===== config.mk =====
export PLATFORM = sky130hd
export DESIGN_NAME = phyev_regs
export DESIGN_NICKNAME = d
export VERILOG_FILES = /design/src/phyev_pkg.sv /design/src/phyev_edge_if.sv /design/src/phyev_edge_latch.sv /design/src/phyev_regs.sv
export VERILOG_INCLUDE_DIRS = /design/src
export SDC_FILE = /design/constraint.sdc
export NUM_CORES = 1
export LEC_CHECK = 0
export ABC_AREA = 1
export BUFFER_PORTS_ARGS = -buffer_cell sky130_fd_sc_hd__buf_2
export CAP_MARGIN = 20
export CORE_UTILIZATION = 56
export DETAILED_ROUTE_END_ITERATION = 6
export MAX_ROUTING_LAYER = met4
export PLACE_DENSITY = 0.82
export SLEW_MARGIN = 15
export SYNTH_ARGS = -nofsm -noshare
export SYNTH_HDL_FRONTEND = slang
export SYNTH_SLANG_ARGS = --single-unit

===== constraint.sdc =====
create_clock -name ref_clk -period 2 [get_ports ref_clk]
set_clock_uncertainty 0.1 [all_clocks]
set_input_delay 0.1 -clock ref_clk [delete_from_list [all_inputs] [get_ports ref_clk]]
set_output_delay 0.1 -clock ref_clk [all_outputs]
set_load 0.1 [all_outputs]

===== src/phyev_params.svh =====
`ifndef PHYEV_PARAMS_SVH
`define PHYEV_PARAMS_SVH

// ---------------------------------------------------------------
// register addresses
// ---------------------------------------------------------------
`define PHYEV_ADDR_STATUS      6'h13
`define PHYEV_ADDR_LATCH       6'h14
`define PHYEV_ADDR_DEBUG       6'h15
`define PHYEV_ADDR_SPARE_WR    6'h16
`define PHYEV_ADDR_SPARE_SET   6'h17
`define PHYEV_ADDR_SPARE_CLR   6'h18
`define PHYEV_ADDR_ACC_WR      6'h19
`define PHYEV_ADDR_ACC_SET     6'h1A
`define PHYEV_ADDR_ACC_CLR     6'h1B
`define PHYEV_ADDR_IEN_WR      6'h1D
`define PHYEV_ADDR_IEN_SET     6'h1E
`define PHYEV_ADDR_IEN_CLR     6'h1F

// ---------------------------------------------------------------
// field positions
// ---------------------------------------------------------------
`define PHYEV_CMP_HOST_DISC    0
`define PHYEV_CMP_BUS_VALID    1
`define PHYEV_CMP_SESS_VALID   2
`define PHYEV_CMP_SESS_END     3
`define PHYEV_CMP_ID_GND       4
`define PHYEV_ACC_ID_PULL_LOW  1
`define PHYEV_ACC_TX_ROUTE     2
`define PHYEV_ACC_RX_ROUTE     3
`define PHYEV_IEN_OPEN_RISE    0
`define PHYEV_IEN_OPEN_FALL    1
`define PHYEV_IEN_RID_DONE     5

// ---------------------------------------------------------------
// writable-bit masks and reset values
// ---------------------------------------------------------------
`define PHYEV_SPARE_KEEP       8'hFF
`define PHYEV_ACC_KEEP         8'h0E
`define PHYEV_IEN_KEEP         8'h23
`define PHYEV_SPARE_RESET      8'h00
`define PHYEV_ACC_RESET        8'h00
`define PHYEV_IEN_RESET        8'h00
`define PHYEV_BYTE_ZERO        8'h00

`endif


===== src/phyev_pkg.sv =====
package phyev_pkg;

   // ---------------------------------------------------------------
   // shared types
   // ---------------------------------------------------------------
   typedef logic [5:0] phyev_addr_t;
   typedef logic [7:0] phyev_byte_t;
   typedef logic [4:0] phyev_cmp_t;

   // kind of write an address selects
   typedef enum logic [1:0] {
      PHYEV_WOP_NONE  = 2'b00,
      PHYEV_WOP_WRITE = 2'b01,
      PHYEV_WOP_SET   = 2'b10,
      PHYEV_WOP_CLEAR = 2'b11
   } phyev_wop_e;

endpackage


===== src/phyev_edge_if.sv =====
`timescale 1ns/1ns

// edge-event bundle between register slice and edge latch
interface phyev_edge_if #(
   parameter int W = 1
);
   logic [W-1:0] level;
   logic [W-1:0] riseEn;
   logic [W-1:0] fallEn;
   logic         clearAll;
   logic [W-1:0] latched;
   logic [W-1:0] eventPulse;

   modport owner (
      input  level,
      input  riseEn,
      input  fallEn,
      input  clearAll,
      output latched,
      output eventPulse
   );

   modport user (
      output level,
      output riseEn,
      output fallEn,
      output clearAll,
      input  latched,
      input  eventPulse
   );
endinterface


===== src/phyev_edge_latch.sv =====
`timescale 1ns/1ns

// per-bit edge detector with sticky latch and event pulse
module phyev_edge_latch #(
   parameter int W = 1
) (
   input wire logic     ref_clk,
   input wire logic     nrst,
   phyev_edge_if.owner  edges
);
   import phyev_pkg::*;

   logic         primed_q;
   logic [W-1:0] prev_q;
   logic [W-1:0] latch_q;
   logic [W-1:0] latch_d;
   logic [W-1:0] pulse_q;
   logic [W-1:0] events;

   // ---------------------------------------------------------------
   // edge qualification
   // ---------------------------------------------------------------
   // first cycle after reset only samples: a level already high at
   // release is a condition, not a change
   always_comb begin
      events = '0;
      if (primed_q) begin
         events = (edges.level & ~prev_q & edges.riseEn)
                | (~edges.level & prev_q & edges.fallEn);
      end
   end

   // sampler for the previous level
   always_ff @(posedge ref_clk or negedge nrst) begin
      if (!nrst) begin
         prev_q   <= '0;
         primed_q <= 1'b0;
      end else begin
         prev_q   <= edges.level;
         primed_q <= 1'b1;
      end
   end

   // ---------------------------------------------------------------
   // sticky latch: a new event beats the clear of the same cycle
   // ---------------------------------------------------------------
   always_comb begin
      latch_d = (latch_q & ~{W{edges.clearAll}}) | events;
   end

   always_ff @(posedge ref_clk or negedge nrst) begin
      if (!nrst) begin
         latch_q <= '0;
         pulse_q <= '0;
      end else begin
         latch_q <= latch_d;
         pulse_q <= events;
      end
   end

   assign edges.latched    = latch_q;
   assign edges.eventPulse = pulse_q;
endmodule


===== src/phyev_regs.sv =====
`timescale 1ns/1ns
`include "phyev_params.svh"

module phyev_regs (
   input  wire logic               ref_clk,
   input  wire logic               nrst,
   // register port from the link-side protocol engine
   input  wire phyev_pkg::phyev_addr_t regAddr,
   input  wire phyev_pkg::phyev_byte_t regWrData,
   input  wire logic               regWrStrobe,
   input  wire logic               regRdStrobe,
   output      phyev_pkg::phyev_byte_t regRdData,
   output      logic               regRdValid,
   // live comparator and detector levels
   input  wire logic               hostDisconnect,
   input  wire logic               busPowerValid,
   input  wire logic               sessionValidFlag,
   input  wire logic               sessionEndFlag,
   input  wire logic               idPinGrounded,
   input  wire logic               hostMode,
   input  wire phyev_pkg::phyev_cmp_t riseEnable,
   input  wire phyev_pkg::phyev_cmp_t fallEnable,
   input  wire logic [1:0]         lineState,
   // ID pin detectors
   input  wire logic               idFloating,
   input  wire logic               idResistanceConvDone,
   input  wire logic               vendorRidIntEnable,
   // accessory UART path
   input  wire logic               accessoryUartMode,
   input  wire logic               uartTxData,
   input  wire logic               dPlusRx,
   output      logic               dMinusOut,
   output      logic               dMinusOe,
   output      logic               data1Out,
   output      logic               data1Oe,
   output      logic               idPullLowDrive,
   // events toward the receive-command builder
   output      logic               comparatorEventPending,
   output      logic               altIntPulse
);
   import phyev_pkg::*;

   // ---------------------------------------------------------------
   // declarations
   // ---------------------------------------------------------------
   phyev_byte_t spare_q;
   phyev_byte_t spare_d;
   phyev_byte_t accCtrl_q;
   phyev_byte_t accCtrl_d;
   phyev_byte_t intEn_q;
   phyev_byte_t intEn_d;
   phyev_byte_t rdData_q;
   phyev_byte_t rdData_d;
   logic        rdValid_q;
   phyev_wop_e  spareOp;
   phyev_wop_e  accOp;
   phyev_wop_e  ienOp;
   phyev_cmp_t  liveStatus;
   logic        latchRead;
   logic        dMinusOut_q;
   logic        dMinusOe_q;
   logic        data1Out_q;
   logic        data1Oe_q;
   logic        idPullLow_q;
   logic        cmpPending_q;
   logic        altInt_q;
   logic        ridEnable;

   phyev_edge_if #(.W(5)) cmpEdges ();
   phyev_edge_if #(.W(1)) idOpenEdges ();
   phyev_edge_if #(.W(1)) ridEdges ();

   // ---------------------------------------------------------------
   // write helper
   // ---------------------------------------------------------------
   // keep masks hold unimplemented bits at zero whatever is written
   function automatic phyev_byte_t applyOp(
      input phyev_byte_t cur,
      input phyev_byte_t data,
      input phyev_wop_e  op,
      input phyev_byte_t keep
   );
      phyev_byte_t res;
      res = cur;
      unique case (op)
         PHYEV_WOP_NONE:  res = cur;
         PHYEV_WOP_WRITE: res = data;
         PHYEV_WOP_SET:   res = cur | data;
         PHYEV_WOP_CLEAR: res = cur & ~data;
      endcase
      return res & keep;
   endfunction

   // ---------------------------------------------------------------
   // address decode
   // ---------------------------------------------------------------
   // one decode per register family; writes to read-only addresses
   // fall through as no operation
   always_comb begin
      spareOp = PHYEV_WOP_NONE;
      accOp   = PHYEV_WOP_NONE;
      ienOp   = PHYEV_WOP_NONE;
      if (regWrStrobe) begin
         unique case (regAddr)
            `PHYEV_ADDR_SPARE_WR:  spareOp = PHYEV_WOP_WRITE;
            `PHYEV_ADDR_SPARE_SET: spareOp = PHYEV_WOP_SET;
            `PHYEV_ADDR_SPARE_CLR: spareOp = PHYEV_WOP_CLEAR;
            `PHYEV_ADDR_ACC_WR:    accOp   = PHYEV_WOP_WRITE;
            `PHYEV_ADDR_ACC_SET:   accOp   = PHYEV_WOP_SET;
            `PHYEV_ADDR_ACC_CLR:   accOp   = PHYEV_WOP_CLEAR;
            `PHYEV_ADDR_IEN_WR:    ienOp   = PHYEV_WOP_WRITE;
            `PHYEV_ADDR_IEN_SET:   ienOp   = PHYEV_WOP_SET;
            `PHYEV_ADDR_IEN_CLR:   ienOp   = PHYEV_WOP_CLEAR;
            default: begin
               spareOp = PHYEV_WOP_NONE;   // latch write ignored too
            end
         endcase
      end
   end

   // ---------------------------------------------------------------
   // software registers
   // ---------------------------------------------------------------
   // spare byte: storage only, nothing downstream reads it
   always_comb begin
      spare_d = applyOp(spare_q, regWrData, spareOp,
                        `PHYEV_SPARE_KEEP);
   end

   always_ff @(posedge ref_clk or negedge nrst) begin
      if (!nrst) begin
         spare_q <= `PHYEV_SPARE_RESET;
      end else begin
         spare_q <= spare_d;
      end
   end

   // accessory control: bit 0 and bits 7:4 stay zero
   always_comb begin
      accCtrl_d = applyOp(accCtrl_q, regWrData, accOp,
                          `PHYEV_ACC_KEEP);
   end

   always_ff @(posedge ref_clk or negedge nrst) begin
      if (!nrst) begin
         accCtrl_q <= `PHYEV_ACC_RESET;
      end else begin
         accCtrl_q <= accCtrl_d;
      end
   end

   // accessory interrupt enable: only bits 0, 1 and 5 exist
   always_comb begin
      intEn_d = applyOp(intEn_q, regWrData, ienOp,
                        `PHYEV_IEN_KEEP);
   end

   always_ff @(posedge ref_clk or negedge nrst) begin
      if (!nrst) begin
         intEn_q <= `PHYEV_IEN_RESET;
      end else begin
         intEn_q <= intEn_d;
      end
   end

   // ---------------------------------------------------------------
   // comparator status and event latch
   // ---------------------------------------------------------------
   // status is combinational from the comparators, so it is never a
   // stale reset value
   always_comb begin
      liveStatus = '0;
      liveStatus[`PHYEV_CMP_HOST_DISC]  = hostDisconnect & hostMode;
      liveStatus[`PHYEV_CMP_BUS_VALID]  = busPowerValid;
      liveStatus[`PHYEV_CMP_SESS_VALID] = sessionValidFlag;
      liveStatus[`PHYEV_CMP_SESS_END]   = sessionEndFlag;
      liveStatus[`PHYEV_CMP_ID_GND]     = idPinGrounded;
   end

   // disconnect edges only qualify in host mode; the raw level is
   // tracked so a mode switch alone does not fake an edge
   always_comb begin
      cmpEdges.level    = liveStatus;
      cmpEdges.level[`PHYEV_CMP_HOST_DISC] = hostDisconnect;
      cmpEdges.riseEn   = riseEnable;
      cmpEdges.fallEn   = fallEnable;
      cmpEdges.riseEn[`PHYEV_CMP_HOST_DISC] =
         riseEnable[`PHYEV_CMP_HOST_DISC] & hostMode;
      cmpEdges.fallEn[`PHYEV_CMP_HOST_DISC] =
         fallEnable[`PHYEV_CMP_HOST_DISC] & hostMode;
      cmpEdges.clearAll = latchRead;
   end

   assign latchRead = regRdStrobe && (regAddr == `PHYEV_ADDR_LATCH);

   phyev_edge_latch #(.W(5)) cmpLatch (
      .ref_clk (ref_clk),
      .nrst    (nrst),
      .edges   (cmpEdges)
   );

   // ---------------------------------------------------------------
   // ID pin detectors
   // ---------------------------------------------------------------
   // vendor copy of the resistance enable is ORed in
   assign ridEnable = intEn_q[`PHYEV_IEN_RID_DONE]
                    | vendorRidIntEnable;

   always_comb begin
      idOpenEdges.level    = idFloating;
      idOpenEdges.riseEn   = intEn_q[`PHYEV_IEN_OPEN_RISE];
      idOpenEdges.fallEn   = intEn_q[`PHYEV_IEN_OPEN_FALL];
      idOpenEdges.clearAll = 1'b0;
      ridEdges.level       = idResistanceConvDone;
      ridEdges.riseEn      = ridEnable;
      ridEdges.fallEn      = 1'b0;
      ridEdges.clearAll    = 1'b0;
   end

   phyev_edge_latch #(.W(1)) idOpenLatch (
      .ref_clk (ref_clk),
      .nrst    (nrst),
      .edges   (idOpenEdges)
   );

   phyev_edge_latch #(.W(1)) ridLatch (
      .ref_clk (ref_clk),
      .nrst    (nrst),
      .edges   (ridEdges)
   );

   // ---------------------------------------------------------------
   // event outputs
   // ---------------------------------------------------------------
   // alt interrupt is a pulse; the command builder owns any holding
   always_ff @(posedge ref_clk or negedge nrst) begin
      if (!nrst) begin
         altInt_q     <= 1'b0;
         cmpPending_q <= 1'b0;
      end else begin
         altInt_q     <= idOpenEdges.eventPulse[0]
                       | ridEdges.eventPulse[0];
         cmpPending_q <= |cmpEdges.latched;
      end
   end

   // ---------------------------------------------------------------
   // read path
   // ---------------------------------------------------------------
   // data is captured at the strobe, so a latch read returns the
   // content before the clear lands
   always_comb begin
      rdData_d = `PHYEV_BYTE_ZERO;
      unique case (regAddr)
         `PHYEV_ADDR_STATUS:
            rdData_d = {3'b000, liveStatus};
         `PHYEV_ADDR_LATCH:
            rdData_d = {3'b000, cmpEdges.latched};
         `PHYEV_ADDR_DEBUG:
            rdData_d = {6'b00_0000, lineState};
         `PHYEV_ADDR_SPARE_WR,
         `PHYEV_ADDR_SPARE_SET,
         `PHYEV_ADDR_SPARE_CLR:
            rdData_d = spare_q;
         `PHYEV_ADDR_ACC_WR,
         `PHYEV_ADDR_ACC_SET,
         `PHYEV_ADDR_ACC_CLR:
            rdData_d = accCtrl_q;
         `PHYEV_ADDR_IEN_WR,
         `PHYEV_ADDR_IEN_SET,
         `PHYEV_ADDR_IEN_CLR:
            rdData_d = intEn_q;
         default: begin
            rdData_d = `PHYEV_BYTE_ZERO;  // other blocks own the rest
         end
      endcase
   end

   always_ff @(posedge ref_clk or negedge nrst) begin
      if (!nrst) begin
         rdData_q  <= `PHYEV_BYTE_ZERO;
         rdValid_q <= 1'b0;
      end else begin
         rdValid_q <= regRdStrobe;
         if (regRdStrobe) begin
            rdData_q <= rdData_d;
         end
      end
   end

   // ---------------------------------------------------------------
   // accessory UART routing
   // ---------------------------------------------------------------
   // routing is registered so pins come straight from flops; costs
   // one cycle of UART latency, negligible at UART rates
   always_ff @(posedge ref_clk or negedge nrst) begin
      if (!nrst) begin
         dMinusOut_q <= 1'b0;
         dMinusOe_q  <= 1'b0;
         data1Out_q  <= 1'b0;
         data1Oe_q   <= 1'b0;
         idPullLow_q <= 1'b0;
      end else begin
         dMinusOut_q <= uartTxData;
         dMinusOe_q  <= accessoryUartMode
                      & accCtrl_q[`PHYEV_ACC_TX_ROUTE];
         data1Oe_q   <= accessoryUartMode;
         if (accCtrl_q[`PHYEV_ACC_RX_ROUTE]) begin
            data1Out_q <= dPlusRx;
         end else begin
            data1Out_q <= 1'b1;
         end
         idPullLow_q <= accCtrl_q[`PHYEV_ACC_ID_PULL_LOW];
      end
   end

   // ---------------------------------------------------------------
   // output drive
   // ---------------------------------------------------------------
   assign regRdData              = rdData_q;
   assign regRdValid             = rdValid_q;
   assign dMinusOut              = dMinusOut_q;
   assign dMinusOe               = dMinusOe_q;
   assign data1Out               = data1Out_q;
   assign data1Oe                = data1Oe_q;
   assign idPullLowDrive         = idPullLow_q;
   assign comparatorEventPending = cmpPending_q;
   assign altIntPulse            = altInt_q;
endmodule


After elaboration in Yosys (flattened, before gate mapping)

Cells that the tools add are included.

Reduce and logical (&&, ||, !) cells: 8
Shift operators: 0
Multiplexer cells: 14
Divide/modulo/power cells: 0
Order comparisons: 0
Eq/ne operators: 21
Multiply operators: 0
Add/subtract/negate cells: 0
Bitwise logic cells: 33

Operator list:

| kind                                                 | number |
|---|---|
| equality test 6 x 5 -> 1 bit (second input constant) | 12 |
| one-hot mux 8 bit (6 select lines)                   | 1 |
| AND 5 bit                                            | 5 |
| one-hot mux 6 bit (4 select lines)                   | 1 |
| one-hot mux 8 bit (3 select lines)                   | 1 |
| one-hot mux 2 bit (3 select lines)                   | 3 |
| one-hot mux 4 bit (4 select lines)                   | 1 |
| inverter 5 bit                                       | 3 |
| equality test 2 bit (second input constant)          | 6 |
| AND 1 bit                                            | 10 |
| bitwise OR 5 bit                                     | 2 |
| OR reduction 3 bit                                   | 3 |
| AND 8 bit                                            | 1 |
| inverter 8 bit                                       | 1 |
| bitwise OR 8 bit                                     | 1 |
| AND 6 bit                                            | 1 |
| equality test 2 x 1 -> 1 bit (second input constant) | 3 |
| logical NOT 2 bit                                    | 3 |
| two-way mux 2 bit                                    | 3 |
| bitwise OR 6 bit                                     | 1 |
| two-way mux 5 bit                                    | 1 |
| OR reduction 5 bit                                   | 1 |
| AND 4 bit                                            | 1 |
| bitwise OR 4 bit                                     | 1 |
| other kinds (4)                                      | 10 |

Memory bits (writable): 0
Word-level logic and storage cells: 95
Latch bits: 0
Input bits: 42
Register bits after elaboration: 45
Memories kept: 0
Memory bits (read-only): 0

Depth between registers and ports, before layout

Depth after elaboration: 6
Depth in mapped cells: 10
Gate-level depth less buffers: 10

By module

Synthesis repeated with hierarchy kept, for this count alone.

Cell total of the unflattened synthesis: 310
Area total of the unflattened synthesis: 2501.1 um^2

Modules (own cells, without submodules):

| module                              | instances | cells each | area an instance (um^2) |
|---|---|---|---|
| phyev_regs                          | 1         | 210        | 1596.5 |
| phyev_edge_latch at cmpLatch        | 1         | 68         | 601.8 |
| phyev_edge_latch at idOpenLatch ... | 2         | 16         | 151.4 |

Worst setup path after synthesis

No wires, ideal clock.

Path kind: reg2reg
Start point: reg, netlist name regRdData[5]
End point: reg rdData_q[5], in the netlist regRdData[5]
Library setup time: 0.077 ns
Stages on the path, launching flop included: 3
Slack: 0.735 ns
Data arrival time: 1.088 ns
Clock period less this slack: 1.265 ns
Buffers on the path: 0
Path through: dfrtp_1 -> nand2_1 -> o21ai_1

RTL lines:

| what                 | RTL line          | source |
|---|---|---|
| end signal, assigned | phyev_regs.sv:281 | `` rdData_q <= `PHYEV_BYTE_ZERO; `` |
| end signal, assigned | phyev_regs.sv:286 | `rdData_q <= rdData_d;` |
| end, declared        | phyev_regs.sv:52  | `phyev_byte_t rdData_q;` |

Worst setup path in the final report

Start point: reg rdData_q[5], in the netlist regRdData[5]
End point: out regRdData[5]

RTL lines:

| what          | RTL line         | source |
|---|---|---|
| end, declared | phyev_regs.sv:12 | `output phyev_pkg::phyev_byte_t regRdData,` |

No word-level cell between the ends.

==> flow_summary.ini <==
[worst_setup_path]
cp_max_fo = 2
worst-path-buf-inv = 1
crit_type = flip-flop to output port
reg2regPathDepth = 6
reg2reg_from = accCtrl_q[1]$_DFFE_PN0P_
cp_top_family = buffers and inverters
cp-end-kind = output port
crit_start = regRdData[5]$_DFFE_PN0P_
critical_path.slowest_cell = buf_2
slowest_delay_ps = 430
worst-path-stages = 1
arrival_ps = 1080
worstSetupStartpointType = flip-flop
critPathRequiredTime_ps = 1800
crit_chain = buf_2

[timing]
rsz0062_at_grt = no
hold_violations = 1
timing.fmax_mhz = 780
whs_ps = -2.04
worst_pin_slew_ps = 532
slew_violations = 0
min_period_over_period = 0.641
tns_ps = 0
finalSetupViolCount = 0
period_minus_slack_ps = 1280
slew_headroom = 0.645

[pwr]
p_leak_uw = 0.00151
powerDensity_nw_per_um2 = 776
switching_share = 0.315
power.share.clock = 0.284
peakVddDrop_mv = 0.437
p_seq_frac = 0.504
power_frac_comb = 0.212
p_int_uw = 1460
switchingPower_uw = 671
total_power_uw = 2130

[yosys]
postSynthRegisterBits = 45
synth_cell_types = 25
netlist_area_um2 = 2120
synthCells = 268
synth_top_family_by_area = simple AND/OR/NAND/NOR gates
synth-compound-area-share = 0.0949
synthXorXnorAreaFrac = 0
ys_seq_area_frac = 0.530
yosys.area_share.simple = 0.298
synth_area_per_cell_um2 = 7.92
ys_warn_count = 0
synth.mux.area_fraction = 0
yosys.area_share.adder = 0
synth_fp_nets = 310

[grt]
grt_use_total = 0.265
grt_pass1_vias = 1789
grt_max_degree = 46
grt_pass1_wl_um = 7960
overflow = 0
antenna_found_initial = 0

[floorplan]
rows = 22
initial_core_util = 0.580
ios = 58
die_area_um2 = 4040
die_h_um = 63.6
die_w_um = 63.6
core-area_um2 = 3660

[layout]
final_common_cell = nand2_1
drive_gt1_frac = 0.234
nets = 391
diodes = 0
layout_common_cells = nand2_1 (86), buf_2 (57), dfrtp_1 (45)
synthToLayoutAreaGrowth_pct = 29.3

[run_status]
violations = negative hold slack
status = finished, violations left

[drt]
routed.top_layer = met4
wl_met2_um = 2320
final_antenna_net_count = 0
wl_met1_um = 2130
dr.pass1.iters = 4
wl_met3_um = 227
vias_per_cell = 4.95
vias = 1972
drc = 0
wl_um = 4730
wl_per_cell_um = 11.9
drt_iter0_drc = 119

[clock_network]
cts_tree = done
cts_buffers = 5
clk_pin_slew_ps = 80
h-tree-depth = 2
clk_path_buf_depth = 2
clock-sinks = 45
post-cts-setup-buffers = 0
cts_root_buffer = clkbuf_8
worst_skew_pair.late_latency_ps = 300

[hold_path]
hp-start = regWrData[6]
whs_path_depth = 4
min_path_type = input pin to flip-flop

[placement]
place_hpwl_um = 3400
port_buffers = 57
gp_congestion = 0.827

[job]
maxCapViolCount = 0
## logic make-up after synthesis
logic type             after synthesis
AND/OR/NAND/NOR                    144
buffers and inverters               40
AO/OA/AOI/OAI                       38
flip-flops                          45
other                                1
## cell type report
class                      count  area (um2)
inverter                      37         139
clock inverter                 1        5.00
fill                         282         915
multi-input combinational    183         837
clock buffer                   7        96.3
timing repair buffer          77         483
tap                           48        60.1
sequential                    45        1130
## synth_stat cells
library cell  count  share of area
nand2_1          86           0.15
dfrtp_1          45           0.53
inv_1            33          0.058
nand3_1          26          0.061
o21ai_0          19          0.045
nor2_1           13          0.023
o21ai_1           9          0.021
a21oi_1           6          0.014
nor2_2            5          0.015
nor3_1            4         0.0094
inv_2             3         0.0053
nand2_2           3         0.0088
nand3_2           3          0.014
buf_2             2         0.0047
a211oi_1          1         0.0035
a21boi_0          1         0.0035
a41oi_1           1         0.0041
buf_6             1         0.0053
clkinv_1          1         0.0018
conb_1            1         0.0018
nand3b_1          1         0.0035
nand4_1           1         0.0029
nor3_2            1         0.0047
o31ai_1           1         0.0035
or2_2             1         0.0029
## final timing paths
check | endpoint | slack (ps)
setup / recovery | regRdData[5] | 720
hold / removal | spare_q[6]$_DFFE_PN0P_ | -2
setup reg to reg | regRdData[1]$_DFFE_PN0P_ | 940
hold reg to reg | ridLatch.edges.eventPulse$_DFF_PN0_ | 300
max in group asynchronous | intEn_q[5]$_DFFE_PN0P_ | 1140
min in group asynchronous | regRdData[6]$_DFFE_PN0P_ | 310
## sequential cells by signal, summed over array words and instances, names as in the netlist, 3 cells and up
register                cells
accCtrl_q                   3
cmpLatch.edges.latched      5
cmpLatch.prev_q             5
intEn_q                     3
regRdData                   8
spare_q                     8
## metrics by stage
stage / setup slack, ps / area (um2) / instances / util
6_report: 717 / 2750 / 398 / 0.750
5_1_grt: 600 / 2750 / 398 / 0.750
4_1_cts: 709 / 2750 / 398 / 0.750
3_5_place_dp: 455 / 2450 / 371 / 0.671
3_3_place_gp: 556 / 2450 / 371 / 0.671
2_1_floorplan: 735 / 2120 / 268 / -
## per-layer routing
layer | up-vias | track usage
met5 | - | -
met2 | 59 | 0.411
li1 | 1011 | -
met4 | 0 | 0.0852
met1 | 895 | 0.347
met3 | 7 | 0.0562
## power by group through the flow
stage	Combinational, uW	Clock, uW	Sequential, uW
3_5_place_dp	424	0	1090
6_report	451	606	1080
2_1_floorplan	149	0	1230
4_1_cts	453	610	1070
5_1_grt	496	667	1090
3_3_place_gp	412	0	1090
## timing repair
| item | 4_1_cts | 5_1_grt |
|---|---|---|
| endpoints found under the hold margin | 65 | 0 |
| hold buffers | 19 | 0 |
| setup endpoints to repair | 0 | 0 |
| gates resized for setup | 0 | 0 |
Note: power is estimated with default switching activity, not from simulation.
